## src/rtpc_pkg.sv

```systemverilog
/*
  Shared constants, field layouts and carrier types for the resistive
  touch panel control block.
  Assumes a 32-bit plain register port with byte addresses on word bounds.
*/
package rtpc_pkg;

  // ==========================================================
  // Register map
  localparam logic [7:0] RTPC_CTRL_OFS = 8'h00; // Panel control
  localparam logic [7:0] RTPC_STAT_OFS = 8'h04; // Event status

  // ==========================================================
  // Control field positions
  localparam int RTPC_PWR_LSB = 0;   // Four terminal_power_bit
  localparam int RTPC_GND_LSB = 4;   // Four terminal_ground_bit
  localparam int RTPC_MODE_LSB = 8;  // Two-bit mode select
  localparam int RTPC_ASEL_LSB = 10; // Two-bit converter input select
  localparam int RTPC_RISE_BIT = 12; // Release edge enable
  localparam int RTPC_FALL_BIT = 13; // Press edge enable
  localparam logic [31:0] RTPC_CTRL_RST = 32'h0000_0000;

  // ==========================================================
  // Status field positions
  localparam int RTPC_PRESS_BIT = 0;   // Sticky press event
  localparam int RTPC_RELEASE_BIT = 1; // Sticky release event
  localparam int RTPC_LEVEL_BIT = 2;   // Synced touch-detect level

  // ==========================================================
  // Mode encodings
  localparam logic [1:0] RTPC_MODE_DETECT = 2'h0;   // Resistor bias
  localparam logic [1:0] RTPC_MODE_PRESSURE = 2'h1; // Current monitor
  localparam logic [1:0] RTPC_MODE_POS_A = 2'h2;    // Position
  localparam logic [1:0] RTPC_MODE_POS_B = 2'h3;    // Position

  // Converter input code for the current monitor
  localparam logic [2:0] RTPC_ADC_CURRENT = 3'h4;

  // Panel control fields
  typedef struct packed {
    logic fall_en;      // Press edge enable
    logic rise_en;      // Release edge enable
    logic [1:0] asel;   // Terminal routed to converter
    logic [1:0] mode;   // Mode select
    logic [3:0] gnd;    // Per-terminal ground bits
    logic [3:0] pwr;    // Per-terminal power bits
  } rtpc_ctrl_t;

  // Drive set towards the analog switch matrix
  typedef struct packed {
    logic [3:0] pwr_on;   // Terminal switched to power
    logic [3:0] gnd_on;   // Terminal switched to ground
    logic bias_active;    // Active bias circuit on
    logic bias_resistor;  // Resistor bias on
    logic [2:0] adc_sel;  // Converter input, 0..3 terminal, 4 current
  } rtpc_drive_t;

endpackage : rtpc_pkg

```

## src/rtpc_ctrl.sv

```systemverilog
/*
  Resistive touch panel control: switch matrix, mode and bias select,
  converter input routing, and touch-detect edge events.
  Assumes a plain register port on core_clk and asynchronous comparator
  outputs from the panel front end; standby comes from system logic.
*/
// The address map and the address-and-strobe port were decided locally.
`timescale 1ns/100ps
module rtpc_ctrl
  import rtpc_pkg::*;
(
  input wire logic core_clk,
  input wire logic reset,
  input wire logic [7:0] reg_addr,
  input wire logic [31:0] reg_wdata,
  input wire logic reg_wr,
  input wire logic reg_rd,
  output logic [31:0] reg_rdata,
  input wire logic standby,
  input wire logic cmp_xp,
  input wire logic cmp_xm,
  output rtpc_drive_t drive,
  output logic panel_event
);

  // ==========================================================
  // Declarations
  rtpc_ctrl_t ctrl_q;           // Panel control register
  rtpc_ctrl_t ctrl_d;
  logic press_q;                // Sticky press flag
  logic press_d;
  logic release_q;              // Sticky release flag
  logic release_d;
  logic level_q;                // Previous synced detect level
  logic level_d;
  logic [31:0] rdata_q;         // Read data, one cycle after strobe
  logic [31:0] rdata_d;
  logic event_q;                // One-cycle event pulse
  logic event_d;
  rtpc_drive_t drive_q;         // Registered switch drive
  rtpc_drive_t drive_d;
  logic [1:0] cmp_sync;         // Synchronised comparator levels
  logic detect_lvl;             // Low while panel pressed
  logic fall_seen;              // Press edge this cycle
  logic rise_seen;              // Release edge this cycle

  // ==========================================================
  // Address decode
  // One compare shared by the write and read paths, so both always
  // agree on which offsets are mapped
  function automatic logic addr_hit(input logic [7:0] addr, input logic [7:0] ofs);
    return (addr == ofs);
  endfunction : addr_hit

  // ==========================================================
  // Comparator synchronisation
  // two-stage sync first
  // Pins are asynchronous, so no logic here reads them directly
  rtpc_sync #(
    .WIDTH(2)
  ) i_rtpc_sync (
    .core_clk(core_clk),
    .reset(reset),
    .async_in({cmp_xm, cmp_xp}),
    .sync_out(cmp_sync)
  );

  // ==========================================================
  // Edge detector next values
  always_comb begin
    detect_lvl = cmp_sync[0] & cmp_sync[1];
    // enabled edges only; standby does not gate this
    fall_seen = ctrl_q.fall_en & level_q & ~detect_lvl;
    rise_seen = ctrl_q.rise_en & ~level_q & detect_lvl;
    // Level kept for the next compare
    level_d = detect_lvl;
    event_d = fall_seen | rise_seen;
  end

  // Edge detector registers
  // Level resets high, the untouched idle, so reset makes no false edge
  always_ff @(posedge core_clk) begin
    if (reset) begin
      level_q <= 1'b1;
      event_q <= 1'b0;
    end else begin
      level_q <= level_d;
      event_q <= event_d;
    end
  end

  // ==========================================================
  // Control and sticky status next values
  always_comb begin
    ctrl_d = ctrl_q;
    press_d = press_q;
    release_d = release_q;
    // Writes; unmapped offsets are ignored
    if (reg_wr) begin
      if (addr_hit(reg_addr, RTPC_CTRL_OFS)) begin
        // Bits above the press enable are dropped
        ctrl_d = rtpc_ctrl_t'(reg_wdata[RTPC_FALL_BIT:0]);
      end else if (addr_hit(reg_addr, RTPC_STAT_OFS)) begin
        // Write one to clear
        if (reg_wdata[RTPC_PRESS_BIT]) begin
          press_d = 1'b0;
        end
        if (reg_wdata[RTPC_RELEASE_BIT]) begin
          release_d = 1'b0;
        end
      end
    end
    // New events win over a clear in the same cycle, so none is lost
    if (fall_seen) begin
      press_d = 1'b1;
    end
    if (rise_seen) begin
      release_d = 1'b1;
    end
  end

  // Control and sticky status registers
  always_ff @(posedge core_clk) begin
    if (reset) begin
      ctrl_q <= rtpc_ctrl_t'(RTPC_CTRL_RST[RTPC_FALL_BIT:0]);
      press_q <= 1'b0;
      release_q <= 1'b0;
    end else begin
      ctrl_q <= ctrl_d;
      press_q <= press_d;
      release_q <= release_d;
    end
  end

  // ==========================================================
  // Read data next value
  always_comb begin
    // Zero unless a read is taken; unmapped offsets read zero too
    rdata_d = 32'h0000_0000;
    if (reg_rd) begin
      if (addr_hit(reg_addr, RTPC_CTRL_OFS)) begin
        rdata_d[RTPC_FALL_BIT:0] = ctrl_q;
      end else if (addr_hit(reg_addr, RTPC_STAT_OFS)) begin
        rdata_d[RTPC_PRESS_BIT] = press_q;
        rdata_d[RTPC_RELEASE_BIT] = release_q;
        rdata_d[RTPC_LEVEL_BIT] = level_q;
      end
    end
  end

  // Read data register; stands only in the cycle after the strobe
  always_ff @(posedge core_clk) begin
    if (reset) begin
      rdata_q <= 32'h0000_0000;
    end else begin
      rdata_q <= rdata_d;
    end
  end

  // ==========================================================
  // Switch matrix and bias next values
  always_comb begin
    drive_d.gnd_on = ctrl_q.gnd;
    drive_d.pwr_on = ctrl_q.pwr & ~ctrl_q.gnd;
    // mode field selects bias and routing
    unique case (ctrl_q.mode)
      RTPC_MODE_DETECT: begin
        // Resistor bias costs nothing until touched, so kept in standby
        drive_d.bias_active = 1'b0;
        drive_d.bias_resistor = 1'b1;
        drive_d.adc_sel = {1'b0, ctrl_q.asel};
      end
      RTPC_MODE_PRESSURE: begin
        drive_d.bias_active = ~standby;
        drive_d.bias_resistor = 1'b0;
        drive_d.adc_sel = RTPC_ADC_CURRENT;
      end
      RTPC_MODE_POS_A, RTPC_MODE_POS_B: begin
        // Active bias drops in standby to save power
        drive_d.bias_active = ~standby;
        drive_d.bias_resistor = 1'b0;
        drive_d.adc_sel = {1'b0, ctrl_q.asel};
      end
    endcase
  end

  // Switch drive register
  // Registered so the analog switches never see decode glitches
  always_ff @(posedge core_clk) begin
    if (reset) begin
      drive_q <= '0;
    end else begin
      drive_q <= drive_d;
    end
  end

  // ==========================================================
  // Outputs straight from flops
  assign reg_rdata = rdata_q;
  assign drive = drive_q;
  assign panel_event = event_q;

endmodule : rtpc_ctrl

```

## src/rtpc_sync.sv

```systemverilog
/*
  Two-stage synchroniser for asynchronous comparator levels.
  Assumes inputs are levels from outside the core_clk domain.
*/
`timescale 1ns/100ps
module rtpc_sync #(
  parameter int WIDTH = 2
) (
  input wire logic core_clk,
  input wire logic reset,
  input wire logic [WIDTH-1:0] async_in,
  output logic [WIDTH-1:0] sync_out
);

  logic [WIDTH-1:0] meta_q; // First stage, read only by second
  logic [WIDTH-1:0] meta_d;
  logic [WIDTH-1:0] sync_q; // Second stage
  logic [WIDTH-1:0] sync_d;

  // ==========================================================
  // Next values
  always_comb begin
    meta_d = async_in;
    sync_d = meta_q;
  end

  // Registers; idle level is high (panel untouched)
  always_ff @(posedge core_clk) begin
    if (reset) begin
      meta_q <= {WIDTH{1'b1}};
      sync_q <= {WIDTH{1'b1}};
    end else begin
      meta_q <= meta_d;
      sync_q <= sync_d;
    end
  end

  assign sync_out = sync_q;

endmodule : rtpc_sync

```

## config.mk

```make
export PLATFORM = sky130hd
export DESIGN_NAME = rtpc_ctrl
export DESIGN_NICKNAME = d
export VERILOG_FILES = /design/src/rtpc_pkg.sv /design/src/rtpc_ctrl.sv /design/src/rtpc_sync.sv
export SDC_FILE = /design/constraint.sdc
export NUM_CORES = 1
export LEC_CHECK = 0
export BUFFER_PORTS_ARGS = -buffer_cell sky130_fd_sc_hd__buf_2
export CELL_PAD_IN_SITES_DETAIL_PLACEMENT = 0
export CELL_PAD_IN_SITES_GLOBAL_PLACEMENT = 1
export CORE_MARGIN = 8
export CORE_UTILIZATION = 34
export CTS_BUF_LIST = sky130_fd_sc_hd__clkbuf_8
export DETAILED_ROUTE_END_ITERATION = 10
export GPL_ROUTABILITY_DRIVEN = 0
export HOLD_SLACK_MARGIN = 0.15
export PLACE_DENSITY = 0.92
export SLEW_MARGIN = 10
export SYNTH_ARGS = -nofsm -noshare
export SYNTH_HDL_FRONTEND = slang
export SYNTH_HIERARCHICAL = 1
export SYNTH_SLANG_ARGS = --single-unit
```

## constraint.sdc

```tcl
create_clock -name core_clk -period 2.05 [get_ports core_clk]
set_input_delay 0.1025 -clock core_clk [delete_from_list [all_inputs] [get_ports core_clk]]
set_output_delay 0.1025 -clock core_clk [all_outputs]
set_load 0.02 [all_outputs]
```

After elaboration in Yosys (flattened, before gate mapping)
Index checks and enable logic that the tools add are counted.
W data, S select, Z words.
- equality and inequality tests: 6
- mux-type cells: 13
- bitwise operators: 13
- reduce and logical (&&, ||, !) cells: 14
- operator list (kind ; count):
    $pmux W5 S3 ; 1
    $reduce_bool A2 Y1 ; 6
    $mux W1 ; 10
    $eq A8 B3 Y1 const B ; 1
    $logic_not A8 Y1 ; 1
    $reduce_and A4 Y1 ; 2
    $mux W3 ; 2
    $and A1 B1 Y1 ; 5
    $not A1 Y1 ; 5
    $and A4 B4 Y4 ; 1
    $eq A2 B2 Y1 const B ; 2
    $ne A2 B2 Y1 const B ; 2
    $not A4 Y4 ; 1
    $reduce_or A2 Y1 ; 2
    $reduce_or A3 Y1 ; 1
    $eq A2 B1 Y1 const B ; 1
    $logic_not A2 Y1 ; 1
    $reduce_and A2 Y1 ; 1
    $or A1 B1 Y1 ; 1
- bits in registers: 67
- input bits: 47
- output and inout bits: 46
- word-level logic and storage cells: 66

Longest topological paths before layout
Gate-level depths: netlist (run 1).
- depth after elaboration: 5
- gate-level depth with buffers: 5
- mapped depth without buffers: 3

Hierarchy
Netlist (run 1), hierarchy kept.
- modules (own cells, without submodules) (module ; instances ; cells each ; area each (µm²) ; sequential area each (µm²)):
    rtpc_ctrl ; 1 ; 160 ; 1696.6 ; 900.9
    rtpc_sync ; 1 ; 8 ; 105.1 ; 80.1

Worst setup path before layout (run 1)
OpenSTA, ideal clock, no wires.
- path type: input to register
- from: input port reg_addr[6]
- to: register ctrl_q[4] in the netlist's numbering
- setup time: 0.121 ns
- arrival: 1.365 ns
- required time: 1.929 ns
- path slack: 0.565 ns
- stages on the path: 3
- path buffers: 0
- path through: or4_4 > nor4_4 > mux2_2
- longest elaborated chain between the ends: 2
- ends and longest elaborated chain (what ; line ; source):
    from (decl) ; rtpc_ctrl.sv:14 ; input wire logic [7:0] reg_addr,
    $logic_not A8 Y1 ; rtpc_ctrl.sv:52 ; return (addr == ofs);
    $reduce_and A2 Y1 (no source line) ; -- ;
    to (signal assigned) ; rtpc_ctrl.sv:125 ; ctrl_q <= rtpc_ctrl_t'(RTPC_CTRL_RST[RTPC_FALL_BIT:0]);
    to (signal assigned) ; rtpc_ctrl.sv:129 ; ctrl_q <= ctrl_d;
    to (decl) ; rtpc_ctrl.sv:28 ; rtpc_ctrl_t ctrl_q;
No other way between the ends.
A chain may end at the register's enable or synchronous reset.

Final worst setup path (run 1)
- from: input port reg_addr[6]
- to: register ctrl_q[6] in the netlist's numbering
The elaborated chain is that of the path after synthesis.

==> impl_metrics.toml, run 1 <==
[yosys]
netlist-cell-type-count = 27
ys.warnings.count = 6
ys.flop_type = "dfxtp_1"
async_reset_ff_frac = 0
synth-seq-cells = 49
synth_area_mm2 = 0.001802
synth.largest_area_cell = "dfxtp_1"
syn_avg_cell_area_um2 = 10.72
yosysTopAreaCellShare = 0.5444
syn_inst = 168
synthTopCellsByArea = "dfxtp_1 54%, buf_4 7.9%, nand2b_1 7.6%, mux2i_1 7.2%, and2_1 4.5%"
synth_edf_count = 0
synth_seq_area_share = 0.5444

[sta]
fin_crit_ns = 1.412
final-setup-viol-count = 0
fmax_mhz = 708.0
fin_setup_tns_ns = 0
hold_viol = 0
timing.hold.ws_ns = 0.1627
fin_worst_skew_ns = 0.003927
drv_slew = 0
post-route-period-util = 0.6890
rsz0062_at_grt = "no"

[floorplan]
ios = 93
die-area_mm2 = 0.007885
fp.coreArea_mm2 = 0.005107
die_x_um = 88.80
rows = 26
dieHeight_um = 88.80
start_util = 0.3528

[power_and_ir_drop]
p_int_mw = 1.320
power_switching_uw = 363.4
clkPwrFrac = 0.356
leakagePower_nw = 1.070
swShare = 0.2159
power_frac_comb = 0.074
pwr-share-seq = 0.570
cellPowerDensity_mw_per_mm2 = 712.5
ir_drop_mv = 0.2315

[grt]
grt_pass1_vias = 1266
grt_pass1_wl_um = 5782
antenna_found_initial = 0
grt_use_total = 0.09632
grt_max_degree = 26
grt_overflow_total = 0

[routing]
vias_per_cell = 3.994
wirelength_um = 3723
drtIter0Drc = 37
drc_errors = 0
wl_per_cell_um = 11.89
ant_nets = 0
via_count = 1250
firstDrtPassIters = 4

[setup_path]
crit_fanout = 14
slowest_delay_ns = 0.57
worstPathArrival_ns = 1.60
crit_chain = "buf_2 > or4_4 > nor4_4 > buf_12 > mux2_2"
worstSetupPathType = "input pin to flip-flop"
end_kind = "flip-flop"
crit_path_top_delay_cell = "or4_4"
start_kind = "input pin"
worstPathRequired_ns = 2.24

[finish]
area_growth_pct = 31.11
nNetsFinal = 289
drive_above_1_share = 0.3086
antenna_cells = 0
fin_util = 0.4625

[status]
run_status = "complete, no violations"

[clock_network]
clock_latency_ns = 0.29
clk_pin_slew_ns = 0.08
numCtsBuffers = 5
hold_buffers = 16
tritoncts = "done"
cts.sinks = 49
root_buffer = "clkbuf_8"
cts_setup_buffers = 0
htreeDepth = 2
clockBufferDepth = 2
cts.repair.resized = 0

[place]
dp_hpwl_um = 2696
io_buffers = 56

[flow_run]
cap_violations = 0

[min_path]
hp-class = "input pin to flip-flop"
==> per-stage QoR <==
step           power, mW  setup slack, ns  area, um^2  std cells
4_1_cts            1.713           0.6440        2362        313
3_3_place_gp       1.080           0.3363        2101        289
2_1_floorplan      1.074           0.5646        1866        185
5_1_grt            1.759           0.6293        2362        313
6_report           1.683           0.6375        2362        313
3_5_place_dp       1.082           0.3293        2101        289
==> metal layers <==
| metal | track usage | vias to the layer above | part of all wire |
|---|---|---|---|
| met5 | 0 | - | 0 |
| li1 | - | 653 | - |
| met4 | 0.04608 | 0 | 0.018 |
| met1 | 0.1072 | 541 | 0.42 |
| met2 | 0.1509 | 51 | 0.45 |
| met3 | 0.04550 | 5 | 0.11 |
==> synthesized netlist by cell type (3+ instances only) <==
library cell	count
clkbuf_1	4
dfxtp_1	49
mux2i_1	13
nor3_1	3
mux2_2	4
nor2_1	8
buf_4	19
nand2b_1	22
nor2b_1	9
and2_1	13
or2_1	4
==> power groups by stage <==
stage	clock (mW)	combinational (mW)	sequential [mW]
detailed placement	0	0.100	0.982
global placement	0	0.0984	0.982
finish	0.599	0.124	0.959
CTS	0.629	0.124	0.959
floorplan	0	0.0913	0.983
global route	0.662	0.137	0.960
==> area by class of cell <==
class	count	area, um^2
fill	493	2745
tap	70	87.58
inverter	2	7.507
timing repair buffer	75	475.5
sequential	49	980.9
clock inverter	1	5.005
clock buffer	7	96.34
multi-input combinational	109	709.4
==> cell families (layout without fill, tap and decap cells) <==
logic type / after synthesis / in the layout / synth area share
AND/OR/NAND/NOR: 69 / 69 / 0.2368
flip-flops: 49 / 49 / 0.5444
buffers and inverters: 27 / 85 / 0.1007
multiplexers: 17 / 17 / 0.09722
AO/OA/AOI/OAI: 5 / 5 / 0.01875
other: 1 / 18 / 0.002081
==> sequential cells by signal (all words and copies together), names as in the netlist <==
name / cells
ctrl_q: 14
reg_rdata: 14
drive: 13
i_rtpc_sync/meta_q: 2
i_rtpc_sync/sync_out: 2
level_q: 1
panel_event: 1
press_q: 1
release_q: 1
==> worst paths after layout <==
kind / start / end / slack (ns) / cells past startpoint
setup / recovery: reg_addr[6] / ctrl_q[6] / 0.64 / 5
hold / removal: reg_wdata[7] / ctrl_q[7] / 0.16 / 3
setup reg to reg: level_q / release_q / 1.00 / 3
hold reg to reg: i_rtpc_sync/meta_q[1] / i_rtpc_sync/sync_out[1] / 0.41 / 1
==> layout by cell type, fill, tap and decap left out, types with 2 or more instances in the layout <==
master          n
mux2_2          4
dfxtp_1        49
clkbuf_8        7
nor3_1          3
and2_1         13
inv_1           2
dlygate4sd3_1  16
a21oi_1         2
mux2i_1        13
buf_2          56
a311oi_1        2
nand2b_1       22
buf_4           2
nor2b_1         9
or2_1           4
conb_1         18
nor2_1          8
nand2_1         2
==> worst max-delay path, delay by kind of cell <==
| family | cells | cell delay [ns] |
|---|---|---|
| simple gates | 2 | 0.86 |
| mux | 1 | 0.34 |
| buf+inv | 2 | 0.30 |
No activity file was read; power rests on OpenSTA's default activity.
==> run 2: changes to the inputs <==
--- a/config.mk
+++ b/config.mk
@@ -5,16 +5,17 @@
 export SDC_FILE = /design/constraint.sdc
 export NUM_CORES = 1
 export LEC_CHECK = 0
+export ABC_AREA = 1
 export BUFFER_PORTS_ARGS = -buffer_cell sky130_fd_sc_hd__buf_2
 export CELL_PAD_IN_SITES_DETAIL_PLACEMENT = 0
 export CELL_PAD_IN_SITES_GLOBAL_PLACEMENT = 1
 export CORE_MARGIN = 8
-export CORE_UTILIZATION = 34
+export CORE_UTILIZATION = 32
 export CTS_BUF_LIST = sky130_fd_sc_hd__clkbuf_8
 export DETAILED_ROUTE_END_ITERATION = 10
 export GPL_ROUTABILITY_DRIVEN = 0
 export HOLD_SLACK_MARGIN = 0.15
-export PLACE_DENSITY = 0.92
+export PLACE_DENSITY = 0.9
 export SLEW_MARGIN = 10
 export SYNTH_ARGS = -nofsm -noshare
 export SYNTH_HDL_FRONTEND = slang
==> constraint.sdc (replaced) <==
create_clock -name core_clk -period 1.45 [get_ports core_clk]
set_input_delay 0.0725 -clock core_clk [delete_from_list [all_inputs] [get_ports core_clk]]
set_output_delay 0.0725 -clock core_clk [all_outputs]
set_load 0.02 [all_outputs]
==> impl_metrics.toml, run 2 <==
[floorplan]
ios = 93
rows = 28
die-area_mm2 = 0.008553
start_util = 0.3238
dieHeight_um = 92.48
die_x_um = 92.48
fp.coreArea_mm2 = 0.005781

[clock_network]
numCtsBuffers = 5
cts.sinks = 49
root_buffer = "clkbuf_8"
cts_setup_buffers = 0
clockBufferDepth = 2
clk_pin_slew_ns = 0.08
clock_latency_ns = 0.29
tritoncts = "done"
htreeDepth = 2

[grt]
grt_use_total = 0.1008
grt_pass1_vias = 1609
grt_pass1_wl_um = 7024
grt_busiest_layer = "met2"
grt_overflow_total = 0
met1_usage = 0.1085
use_met2 = 0.1716
use_met3 = 0.03964
grt_max_degree = 30
antenna_found_initial = 0

[sta]
relSlewSlack = 0.6585
timing.hold.ws_ns = 0.1651
tightest_slew_ns = 0.5123
hold_viol = 0
post-route-period-util = 0.9244
fin_crit_ns = 1.340
rsz0062_at_grt = "no"
fmax_mhz = 746.1
fin_setup_tns_ns = 0
fin_worst_skew_ns = 0.002296
final-setup-viol-count = 0
drv_slew = 0

[finish]
drive_above_1_share = 0.2724
final_common_cell = "buf_2"
final_cell_mix = "56 x buf_2, 48 x dfxtp_1, 37 x inv_1"
fin_util = 0.4273
area_growth_pct = 31.95
nNetsFinal = 358
antenna_cells = 0

[routing]
via_count = 1557
drtIter0Drc = 41
wirelength_um = 4090
vias_per_cell = 4.023
ant_nets = 0
wl_per_cell_um = 10.57
firstDrtPassIters = 4
drc_errors = 0

[yosys]
yosys.cell_count.top_type = "dfxtp_1"
syn_avg_cell_area_um2 = 8.033
synth-seq-cells = 49
ys.warnings.count = 6
synth_edf_count = 0
synth_area_mm2 = 0.001872
synth_seq_area_share = 0.5241
ys.flop_type = "dfxtp_1"
async_reset_ff_frac = 0
synthTopCellsByArea = "dfxtp_1 52%, buf_4 7.2%, inv_1 7.2%, nand2_1 5.8%, nand3_1 5.6%"
synth.largest_area_cell = "dfxtp_1"
synthTopCellsByCount = "49 x dfxtp_1, 36 x inv_1, 29 x nand2_1, 24 x nor2_1, 21 x nand3_1"
yosysTopAreaCellShare = 0.5241
netlist-cell-type-count = 21
syn_inst = 233

[setup_path]
cpMostUsedCell = "dlygate4sd3_1"
end_kind = "flip-flop"
worstSetupPathType = "input pin to flip-flop"
slowest_delay_ns = 0.59
worstPathRequired_ns = 1.68
path_delay_family = "buffers and inverters"
crit_path_top_delay_cell = "dlygate4sd3_1"
worstPathArrival_ns = 1.57
crit_fanout = 11
crit_chain = "dlygate4sd3_1 > buf_2 > a211oi_1 > dlygate4sd3_1"
start_kind = "input pin"
critPathBufInv = 3

[place]
io_buffers = 56
dp_hpwl_um = 3100

[power_and_ir_drop]
total_power_mw = 2.521
leakagePower_nw = 1.221
cellPowerDensity_mw_per_mm2 = 1021
ir_drop_mv = 0.3494

[min_path]
hp-class = "input pin to flip-flop"

[flow_run]
cap_violations = 0

[status]
run_status = "complete, no violations"
-- run 2: final timing paths --
path	cells after the start	end	slack, ns	from
max	4	drive[4]	0.11	reset
min	5	reg_rdata[13]	0.17	reg_rd
max reg2reg	3	drive[4]	0.15	ctrl_q[9]
min reg2reg	2	i_rtpc_sync/sync_out[1]	0.42	i_rtpc_sync/meta_q[1]
-- run 2: final cells by class --
cell class,count,area [um^2]
fill,607,3311
sequential,49,982.2
multi-input combinational,135,611.8
timing repair buffer,82,523.0
inverter,38,142.6
tap,75,93.84
clock buffer,6,82.58
clock inverter,2,33.78
-- run 2: repair_timing --
item / in CTS / in global routing
hold endpoints to repair: 19 / 0
endpoints found under the setup margin: 0 / 1
hold buffers: 19 / 0
gates resized for setup: 0 / 1
-- run 2: cell families after synthesis --
kind of cell / share of synthesized area
compound gates: 0.04947
buf+inv: 0.1832
simple gates: 0.2413
flops: 0.5241
other cells: 0.002003
-- run 2: worst register-to-register path, stage by stage, from the launching register on --
cell	delay [ns]
dfxtp_2	0.37
inv_1	0.07
a211oi_1	0.22
dlygate4sd3_1	0.59
-- run 2: metrics by stage --
stage	setup slack, ns	area [um^2]	cells
finish	0.1097	2470	387
global route	0.06009	2470	387
CTS	0.1039	2469	387
detailed placement	0.3234	2162	360
global placement	0.3281	2162	360
floorplan	0.5498	1936	250
-- run 2: where the power goes --
| part | switching [mW] | internal, mW | total (mW) |
|---|---|---|---|
| registers | 0.00353 | 1.35 | 1.36 |
| clock network | 0.409 | 0.555 | 0.964 |
| logic | 0.119 | 0.0820 | 0.201 |
-- run 2: per-layer routing --
metal	vias to the layer above	share of wire
met5	-	0
met4	0	0.015
met3	9	0.082
met2	49	0.47
met1	669	0.43
li1	830	-
